===== src/cmort_pkg.sv =====
// Purpose: shared constants and carrier types for the message object retry timing block
// Assumes: 32-bit register port, word addresses, 15 message objects
// Notes:   offsets are word indices on the plain register port
package cmort_pkg;

    localparam int DATA_W  = 32;
    localparam int ADDR_W  = 8;
    localparam int ID_W    = 29;
    localparam int NUM_OBJ = 15;
    localparam int BRP_W   = 6;
    localparam int IDLE_W  = 3;
    localparam int BITC_W  = 16;
    localparam int TQ_BIT  = 8;

    // register word offsets
    localparam logic [ADDR_W-1:0] OFF_BT_ONE    = 8'h00;
    localparam logic [ADDR_W-1:0] OFF_BT_THREE  = 8'h01;
    localparam logic [ADDR_W-1:0] OFF_ENABLE    = 8'h02;
    localparam logic [ADDR_W-1:0] OFF_DIR       = 8'h03;
    localparam logic [ADDR_W-1:0] OFF_STATUS    = 8'h04;
    localparam logic [ADDR_W-1:0] OFF_MASK      = 8'h05;
    localparam logic [ADDR_W-1:0] OFF_STATE     = 8'h06;
    localparam logic [ADDR_W-1:0] OFF_ID_BASE   = 8'h10;
    localparam logic [ADDR_W-1:0] OFF_IDM_BASE  = 8'h20;
    localparam logic [ADDR_W-1:0] OFF_BANK_MASK = 8'hF0;
    localparam logic [ADDR_W-1:0] OFF_IDX_MASK  = 8'h0F;

    // field positions
    localparam int BRP_LSB     = 0;
    localparam int BRP_MSB     = 5;
    localparam int SMP_BIT     = 0;
    localparam int ST_BUSY_BIT = 0;
    localparam int ST_TX_BIT   = 1;
    localparam int ST_LOST_BIT = 2;
    localparam int ST_ACC_BIT  = 3;
    localparam int ST_IDLE_LSB = 4;
    localparam int ST_OBJ_LSB  = 8;

    // reset values
    localparam logic [BRP_W-1:0]   BRP_RST  = 6'h00;
    localparam logic               SMP_RST  = 1'h0;
    localparam logic [NUM_OBJ-1:0] OBJ_RST  = 15'h0000;
    localparam logic [ID_W-1:0]    ID_RST   = 29'h00000000;
    localparam logic [DATA_W-1:0]  WORD_RST = 32'h00000000;

    // intermission lengths in bit times
    localparam logic [IDLE_W-1:0] INTER_BITS      = 3'h3;
    localparam logic [IDLE_W-1:0] INTER_LOST_BITS = 3'h4;
    localparam logic [IDLE_W-1:0] IDLE_MAX        = 3'h7;
    // software re-arm window after posting, in bit times
    localparam int REARM_STD_BITS = 19;
    localparam int REARM_EXT_BITS = 39;

    typedef struct packed {
        logic [ADDR_W-1:0] addr;
        logic [DATA_W-1:0] wdata;
        logic              wr;
        logic              rd;
    } cmort_reg_req_t;

    typedef struct packed {
        logic            busy;
        logic            dlc_start;
        logic            eof6;
        logic            frame_ok;
        logic            arb_lost;
        logic            tx_done;
        logic [ID_W-1:0] id;
    } cmort_bus_evt_t;

    typedef enum logic [1:0] {
        CMORT_ST_IDLE = 2'b01,
        CMORT_ST_TX   = 2'b10
    } cmort_state_t;

endpackage : cmort_pkg


===== src/cmort_core.sv =====
// Purpose: message object arming, acceptance, retry and intermission timing of a CAN controller
// Assumes: frame decoder supplies bus events synchronous to clk
// Notes:   one bit time is (prescaler+1)*TQ_PER_BIT clocks
// What this block does
// - a transmit armed during a busy bus waits for a 3-bit intermission before starting.
// - after lost arbitration with a local receive object accepting, retry after 3 bits.
// - after lost arbitration with no local acceptor, retry only after 4 idle bits.
// - receive status and complete flag are posted right after the sixth EOF bit.
// - posting at EOF bit six leaves 19 (standard) or 39 (extended) bits to re-arm.
// - the last object only takes frames that no other armed receive object accepted.
// - prescaler is bits 5..0 of timing reg one; three-sample is bit 0 of timing reg three.
//
// Implementation choices: the strobed register port and the register addresses.
`timescale 1ns/1ps
module cmort_core #(
    parameter int NUM_OBJ    = cmort_pkg::NUM_OBJ,
    parameter int TQ_PER_BIT = cmort_pkg::TQ_BIT
) (
    // clock and reset
    input  wire logic                          clk,
    input  wire logic                          rst,
    // register port
    input  wire cmort_pkg::cmort_reg_req_t     req,
    output logic [cmort_pkg::DATA_W-1:0]       rdata,
    // bus events from the frame decoder
    input  wire cmort_pkg::cmort_bus_evt_t     evt,
    // transmit control
    output logic                               tx_active,
    output logic [NUM_OBJ-1:0]                 tx_obj,
    output logic                               three_sample_mode,
    // interrupt
    output logic                               irq
);
    localparam int LOW = NUM_OBJ - 1;
    localparam int IDX_W = $clog2(NUM_OBJ);

    // register state
    logic [cmort_pkg::BRP_W-1:0]  bit_rate_prescaler,  next_bit_rate_prescaler;
    logic                         next_three_sample_mode;
    logic [NUM_OBJ-1:0]           enable,  next_enable;
    logic [NUM_OBJ-1:0]           dir,     next_dir;
    logic [NUM_OBJ-1:0]           status,  next_status;
    logic [NUM_OBJ-1:0]           mask,    next_mask;
    logic [cmort_pkg::ID_W-1:0]   obj_id   [NUM_OBJ];
    logic [cmort_pkg::ID_W-1:0]   obj_idm  [NUM_OBJ];
    logic [cmort_pkg::DATA_W-1:0] next_rdata;

    // timing and protocol state
    logic [cmort_pkg::BITC_W-1:0] bit_cnt,   next_bit_cnt;
    logic [cmort_pkg::IDLE_W-1:0] idle_bits, next_idle_bits;
    logic                         lost,      next_lost;
    logic                         rx_acc,    next_rx_acc;
    logic [NUM_OBJ-1:0]           rx_win,    next_rx_win;
    logic [NUM_OBJ-1:0]           next_tx_obj;
    cmort_pkg::cmort_state_t      state,     next_state;

    logic [NUM_OBJ-1:0]           hit, hit_other, win_now, pend, pend_first;
    logic [cmort_pkg::BITC_W-1:0] bit_len;
    logic                         bit_tick, tx_go, rx_post, bank_id, bank_idm;
    logic [cmort_pkg::IDLE_W-1:0] need_bits;
    logic [IDX_W-1:0]             idx;

    assign bank_id  = (req.addr & cmort_pkg::OFF_BANK_MASK) == cmort_pkg::OFF_ID_BASE;
    assign bank_idm = (req.addr & cmort_pkg::OFF_BANK_MASK) == cmort_pkg::OFF_IDM_BASE;
    assign idx      = IDX_W'(req.addr & cmort_pkg::OFF_IDX_MASK);

    // per-object acceptance filter
    genvar gi;
    generate
        for (gi = 0; gi < NUM_OBJ; gi++) begin : g_obj
            assign hit[gi] = enable[gi] & dir[gi]
                           & (((evt.id ^ obj_id[gi]) & obj_idm[gi]) == '0);
            always_ff @(posedge clk or posedge rst) begin
                if (rst) begin
                    obj_id[gi]  <= cmort_pkg::ID_RST;
                    obj_idm[gi] <= cmort_pkg::ID_RST;
                end else begin
                    if (req.wr && bank_id && idx == IDX_W'(gi)) begin
                        obj_id[gi]  <= req.wdata[cmort_pkg::ID_W-1:0];
                    end
                    if (req.wr && bank_idm && idx == IDX_W'(gi)) begin
                        obj_idm[gi] <= req.wdata[cmort_pkg::ID_W-1:0];
                    end
                end
            end
        end
    endgenerate

    // lowest index wins; the last object only when nobody else hit
    always_comb begin
        hit_other = hit & ~(NUM_OBJ'(1) << LOW);
        if (|hit_other) begin
            win_now = hit_other & (~hit_other + NUM_OBJ'(1));
        end else begin
            win_now = hit;
        end
        pend       = enable & ~dir;
        pend_first = pend & (~pend + NUM_OBJ'(1));
    end

    // bit time base, restarted by bus activity
    assign bit_len  = cmort_pkg::BITC_W'((int'(bit_rate_prescaler) + 1) * TQ_PER_BIT);
    assign bit_tick = !evt.busy && (bit_cnt == bit_len - cmort_pkg::BITC_W'(1));

    always_comb begin
        next_bit_cnt   = bit_cnt;
        next_idle_bits = idle_bits;
        if (evt.busy || bit_tick) begin
            next_bit_cnt = '0;
        end else begin
            next_bit_cnt = bit_cnt + cmort_pkg::BITC_W'(1);
        end
        if (evt.busy) begin
            next_idle_bits = '0;
        end else if (bit_tick && idle_bits != cmort_pkg::IDLE_MAX) begin
            next_idle_bits = idle_bits + cmort_pkg::IDLE_W'(1);
        end
    end

    // intermission needed before the next start of frame
    always_comb begin
        if (lost && !rx_acc) begin
            need_bits = cmort_pkg::INTER_LOST_BITS;
        end else begin
            need_bits = cmort_pkg::INTER_BITS;
        end
    end

    assign tx_go   = state == cmort_pkg::CMORT_ST_IDLE && |pend && !evt.busy
                   && idle_bits >= need_bits;
    assign rx_post = evt.eof6 && evt.frame_ok && !tx_active;

    // transmit and acceptance sequencing
    always_comb begin
        next_state  = state;
        next_tx_obj = tx_obj;
        next_lost   = lost;
        next_rx_acc = rx_acc;
        next_rx_win = rx_win;
        if (evt.dlc_start) begin
            next_rx_win = win_now;
            next_rx_acc = |hit;
        end
        unique case (state)
            cmort_pkg::CMORT_ST_IDLE: begin
                if (tx_go) begin
                    next_state  = cmort_pkg::CMORT_ST_TX;
                    next_tx_obj = pend_first;
                    next_lost   = 1'b0;
                end
            end
            cmort_pkg::CMORT_ST_TX: begin
                if (evt.arb_lost) begin
                    next_state  = cmort_pkg::CMORT_ST_IDLE;
                    next_lost   = 1'b1;
                    next_rx_acc = 1'b0;
                end else if (evt.tx_done) begin
                    next_state  = cmort_pkg::CMORT_ST_IDLE;
                end
            end
        endcase
    end

    // software registers; hardware set beats write-one-to-clear
    always_comb begin
        next_bit_rate_prescaler = bit_rate_prescaler;
        next_three_sample_mode  = three_sample_mode;
        next_enable = enable;
        next_dir    = dir;
        next_mask   = mask;
        next_status = status;
        if (req.wr) begin
            unique case (req.addr)
                cmort_pkg::OFF_BT_ONE: begin
                    next_bit_rate_prescaler =
                        req.wdata[cmort_pkg::BRP_MSB:cmort_pkg::BRP_LSB];
                end
                cmort_pkg::OFF_BT_THREE: begin
                    next_three_sample_mode = req.wdata[cmort_pkg::SMP_BIT];
                end
                cmort_pkg::OFF_ENABLE: next_enable = req.wdata[NUM_OBJ-1:0];
                cmort_pkg::OFF_DIR:    next_dir    = req.wdata[NUM_OBJ-1:0];
                cmort_pkg::OFF_MASK:   next_mask   = req.wdata[NUM_OBJ-1:0];
                cmort_pkg::OFF_STATUS: next_status = status & ~req.wdata[NUM_OBJ-1:0];
                default: ;
            endcase
        end
        if (rx_post) begin
            next_status = next_status | rx_win;
            next_enable = next_enable & ~rx_win;
        end
        if (state == cmort_pkg::CMORT_ST_TX && evt.tx_done && !evt.arb_lost) begin
            next_status = next_status | tx_obj;
            next_enable = next_enable & ~tx_obj;
        end
    end

    // read data, valid the cycle after the read strobe
    always_comb begin
        next_rdata = cmort_pkg::WORD_RST;
        if (req.rd) begin
            if (bank_id && int'(idx) < NUM_OBJ) begin
                next_rdata[cmort_pkg::ID_W-1:0] = obj_id[idx];
            end else if (bank_idm && int'(idx) < NUM_OBJ) begin
                next_rdata[cmort_pkg::ID_W-1:0] = obj_idm[idx];
            end else begin
                unique case (req.addr)
                    cmort_pkg::OFF_BT_ONE: begin
                        next_rdata[cmort_pkg::BRP_MSB:cmort_pkg::BRP_LSB] = bit_rate_prescaler;
                    end
                    cmort_pkg::OFF_BT_THREE: next_rdata[cmort_pkg::SMP_BIT] = three_sample_mode;
                    cmort_pkg::OFF_ENABLE:   next_rdata[NUM_OBJ-1:0] = enable;
                    cmort_pkg::OFF_DIR:      next_rdata[NUM_OBJ-1:0] = dir;
                    cmort_pkg::OFF_STATUS:   next_rdata[NUM_OBJ-1:0] = status;
                    cmort_pkg::OFF_MASK:     next_rdata[NUM_OBJ-1:0] = mask;
                    cmort_pkg::OFF_STATE: begin
                        next_rdata[cmort_pkg::ST_BUSY_BIT] = evt.busy;
                        next_rdata[cmort_pkg::ST_TX_BIT]   = tx_active;
                        next_rdata[cmort_pkg::ST_LOST_BIT] = lost;
                        next_rdata[cmort_pkg::ST_ACC_BIT]  = rx_acc;
                        next_rdata[cmort_pkg::ST_IDLE_LSB +: cmort_pkg::IDLE_W] = idle_bits;
                        next_rdata[cmort_pkg::ST_OBJ_LSB +: NUM_OBJ] = tx_obj;
                    end
                    default: ;
                endcase
            end
        end
    end

    always_ff @(posedge clk or posedge rst) begin
        if (rst) begin
            bit_rate_prescaler <= cmort_pkg::BRP_RST;
            three_sample_mode  <= cmort_pkg::SMP_RST;
            enable    <= cmort_pkg::OBJ_RST;
            dir       <= cmort_pkg::OBJ_RST;
            status    <= cmort_pkg::OBJ_RST;
            mask      <= cmort_pkg::OBJ_RST;
            rdata     <= cmort_pkg::WORD_RST;
            bit_cnt   <= '0;
            idle_bits <= '0;
            lost      <= 1'b0;
            rx_acc    <= 1'b0;
            rx_win    <= cmort_pkg::OBJ_RST;
            tx_obj    <= cmort_pkg::OBJ_RST;
            state     <= cmort_pkg::CMORT_ST_IDLE;
        end else begin
            bit_rate_prescaler <= next_bit_rate_prescaler;
            three_sample_mode  <= next_three_sample_mode;
            enable    <= next_enable;
            dir       <= next_dir;
            status    <= next_status;
            mask      <= next_mask;
            rdata     <= next_rdata;
            bit_cnt   <= next_bit_cnt;
            idle_bits <= next_idle_bits;
            lost      <= next_lost;
            rx_acc    <= next_rx_acc;
            rx_win    <= next_rx_win;
            tx_obj    <= next_tx_obj;
            state     <= next_state;
        end
    end

    assign tx_active = state == cmort_pkg::CMORT_ST_TX;
    assign irq       = |(status & mask);
endmodule : cmort_core


===== config.mk =====
export PLATFORM = sky130hd
export DESIGN_NAME = cmort_core
export DESIGN_NICKNAME = d
export VERILOG_FILES = /design/src/cmort_pkg.sv /design/src/cmort_core.sv
export SDC_FILE = /design/constraint.sdc
export NUM_CORES = 2
export LEC_CHECK = 0
export ABC_AREA = 1
export BUFFER_PORTS_ARGS = -buffer_cell sky130_fd_sc_hd__buf_2
export CELL_PAD_IN_SITES_DETAIL_PLACEMENT = 0
export CELL_PAD_IN_SITES_GLOBAL_PLACEMENT = 1
export CORE_MARGIN = 10
export CORE_UTILIZATION = 39
export CTS_CLUSTER_DIAMETER = 30
export DETAILED_ROUTE_END_ITERATION = 10
export PLACE_DENSITY = 0.72
export SLEW_MARGIN = 30
export SYNTH_ARGS = -nofsm -noshare
export SYNTH_HDL_FRONTEND = slang
export SYNTH_SLANG_ARGS = --single-unit

===== constraint.sdc =====
create_clock -name clk -period 107.2 [get_ports clk]
set_input_delay 21.44 -clock clk [delete_from_list [all_inputs] [get_ports clk]]
set_output_delay 21.44 -clock clk [all_outputs]
set_load 0.005 [all_outputs]

==> reports/metrics.csv <==
stage;metric;value;unit
grt;initial antenna violation count;47;
power;Lkg Pwr;32.26;nW
placed_design;port bufs;122;
clock_tree;worst skew pair latency;0.95;ns
floorplanning;Die Footprint;155900;µm²
sta;fmax;39.45;MHz
sta;Clock Skew;0.05476;ns
clock_tree;CTS tree;built;
clock_tree;CTS Buffer Depth;4;
synthesis;Syn Inst Count;7598;
critical_path;CP arrival;26.14;ns
synthesis;sequential element share of the synthesized area;46.53;%
sta;final setup vio count;0;
sta;final worst slack;81.85;ns
layout;# nets final;7716;
critical_path;crit-path cells;buf_2, buf_4, nor2_4, inv_6, buf_4, buf_4, nor2_1, nand2_2, inv_2, a211oi_1, o211ai_1, nand2_1, inv_1;
floorplanning;core area;139500;µm²
critical_path;crit end category;flop;
grt;first-pass GRT wire length;420600;µm
critical_path;Worst Path Max Fanout;45;
floorplanning;total I/O pin count;129;
sta;Tmin final;25.35;ns
synthesis;synthesized area;54800;µm²
outcome;outcome;finished clean;
synthesis;Synth Register Bits;1019;
sta;Final period util;23.65;%
grt;Overflow after GRT;0;
routing;drt drc;0;
sta;max-slew violations;0;
critical_path;startpoint types;input port;
routing;routed wire length;306400;µm
floorplanning;Chip Height;394.9;µm
synthesis;Post-synth EDFFs;0;
routing;Vias/cell;5.954;
floorplanning;initial core utilization;39.27;%
sta;Fin. Hold Viols;0;
routing;DR iter-0 viols;8735;
clock_tree;number of post-CTS setup repair buffers;0;
synthesis;synth warn;0;
power;Peak VDD IR;0.01596;mV
placed_design;DP Cell Count;9195;
critical_path;Crit path top cell by count;buf_4;
clock_tree;H-tree depth;5;
critical_path;slowest stage cell on the critical path;a211oi_1;
power;PwrDens;22.11;nW/µm²
grt;GRT Total Usage;37.91;%
layout;most common cell after layout, fill and taps aside;nand2_1;
layout;Post-Layout Cell Count;9750;
sta;RSZ-0062 raised after global routing;false;
placed_design;Final Wtd Congestion;1.057;
placed_design;hpwl dp;211700;µm
clock_tree;sink count of the clock tree;1019;
critical_path;Worst Path Required;107.99;ns
routing;total number of vias;58048;
floorplanning;die width;394.9;µm
routing;drt pass-1 iters;7;
placed_design;Post-Place Setup Slack;81.26;ns
critical_path;crit path kind;in2reg;
synthesis;Post-synth ARST share;100.0;%
clock_tree;CTS resizes;0;
flow_run;Max Cap Viol;0;
sta;setup TNS;0;ns
clock_tree;hold_buf cts;0;
layout;fillers;13786;
clock_tree;Clock Pin Slew Worst Setup and Hold Paths;0.04;ns
routing;post-DR wirelength/cell;31.42;µm
layout;layout cells sized above 1;10.26;%
grt;vias in the first global route;53094;
layout;Area growth, synth to finish;22.50;%
clock_tree;Root Buffer;clkbuf_16;
hold_path;Hold Path Class;reg2reg;
clock_tree;TritonCTS buffer count;307;
grt;largest net degree at the start of global routing;148;
synthesis;synth unique cells;49;
floorplanning;row count;137;
synthesis;Avg Cell Area, Syn;7.212;µm²
synthesis;Top FF cell, synth;dfrtp_1;
layout;leading cell types in the layout, fill and taps excluded;nand2_1, dfrtp_1, o21ai_0, inv_1, nor2_1;
sta;Slew @ Worst Pin;1.193;ns
routing;Routed Antenna Nets;0;
critical_path;Worst path max stage delay;0.80;ns
sta;Rel. slew slack;19.63;%
==> metal layers <==
metal	GRT usage (%)	routed length, µm
met3	13.72	40400
met1	48.93	118000
met5	0	238
met4	25.18	23830
met2	52.77	123900
==> cells by family after synthesis <==
group	share of synthesized area, %
DFF	46.53
and+or+nand+nor	26.22
adders and majority gates	0.1598
other	0.006843
AOI/OAI and AO/OA	17.78
xor gates and xnor gates	0.2055
buffers and inverters	9.089
==> sequential cells by signal (all words and copies together) (netlist names), 3 cells and up <==
register	flops
obj_id	435
obj_idm	435
rdata	29
bit_cnt	16
dir	15
enable	15
mask	15
rx_win	15
status	15
tx_obj	15
bit_rate_prescaler	6
idle_bits	3
==> worst max-delay path, delay by kind of cell <==
| kind | cells | cell delay, ns |
|---|---|---|
| compound gates | 2 | 1.00 |
| simple gates | 4 | 0.83 |
| buf+inv | 7 | 2.66 |
==> worst paths after layout <==
kind / start / cells after the start / slack [ns] / to
worst min-delay path: bit_cnt[0]$_DFF_PP0_ / 1 / 0.46 / bit_cnt[0]$_DFF_PP0_
max in group asynchronous: rst / 5 / 83.50 / obj_id[17]$_DFFE_PP0P_
worst max register to register: obj_id[140]$_DFFE_PP0P_ / 12 / 103.79 / rx_win[14]$_DFFE_PP0P_
min in group asynchronous: rst / 2 / 20.70 / obj_idm[163]$_DFFE_PP0P_
worst max-delay path: req[35] / 13 / 81.85 / rdata[13]$_DFF_PP0_
worst min register to register: bit_cnt[0]$_DFF_PP0_ / 1 / 0.46 / bit_cnt[0]$_DFF_PP0_
==> Yosys cell counts, drive strengths merged, types with 4 or more instances <==
library cell  count  area, µm²
a211oi           23      172.7
a21oi           317       1587
a221oi           27      236.5
a22o              4      35.03
a22oi            51      382.9
and2              4      25.02
buf             195      963.4
clkbuf          309       1161
clkinv            4      15.01
dfrtp          1018      25470
ha                7      87.58
inv             757       2841
nand2          2194       8245
nand3           463       2327
nand3b            6      45.04
nand4           140      875.8
nor2            665       2529
nor3             39      195.2
nor4              8      50.05
o2111ai          25      219.0
o21a              4      30.03
o21ai           983       4931
o21bai            9      67.56
o221ai           28      245.2
o22ai           281       1758
o31ai             4      30.03
or2              10      62.56
xor2             10      95.10
==> power by group <==
| group | switching (mW) | internal [mW] | leakage, nW | total [mW] |
|---|---|---|---|---|
| logic | 0.122 | 0.0399 | 15.4 | 0.162 |
| clock network | 0.266 | 0.620 | 4.99 | 0.886 |
| registers | 0.0214 | 0.414 | 11.9 | 0.436 |
| total | 0.410 | 1.07 | 32.3 | 1.48 |
==> metrics by stage <==
step	util [%]	area [µm²]	power [mW]	hold slack, ns
final	48.11	67130	1.484	0.4624
after global placement	40.65	56720	0.5924	0.4467
after CTS	48.04	67030	1.478	0.4649
after global routing	48.08	67080	1.522	0.4948
after floorplan	-	54810	0.5257	0.4297
after detailed placement	40.81	56940	0.5950	0.4598
==> area by class of cell <==
class	instances	area [µm²]	share of cell area (%)
sequential	1019	25500	37.99
multi-input combinational	5316	24650	36.72
clock buffer	417	8916	13.28
inverter	761	2870	4.276
tap	1876	2347	3.497
timing repair buffer	225	1620	2.414
clock inverter	116	1176	1.752
antenna	20	50.05	0.07455
(Power assumes the default switching activity.)
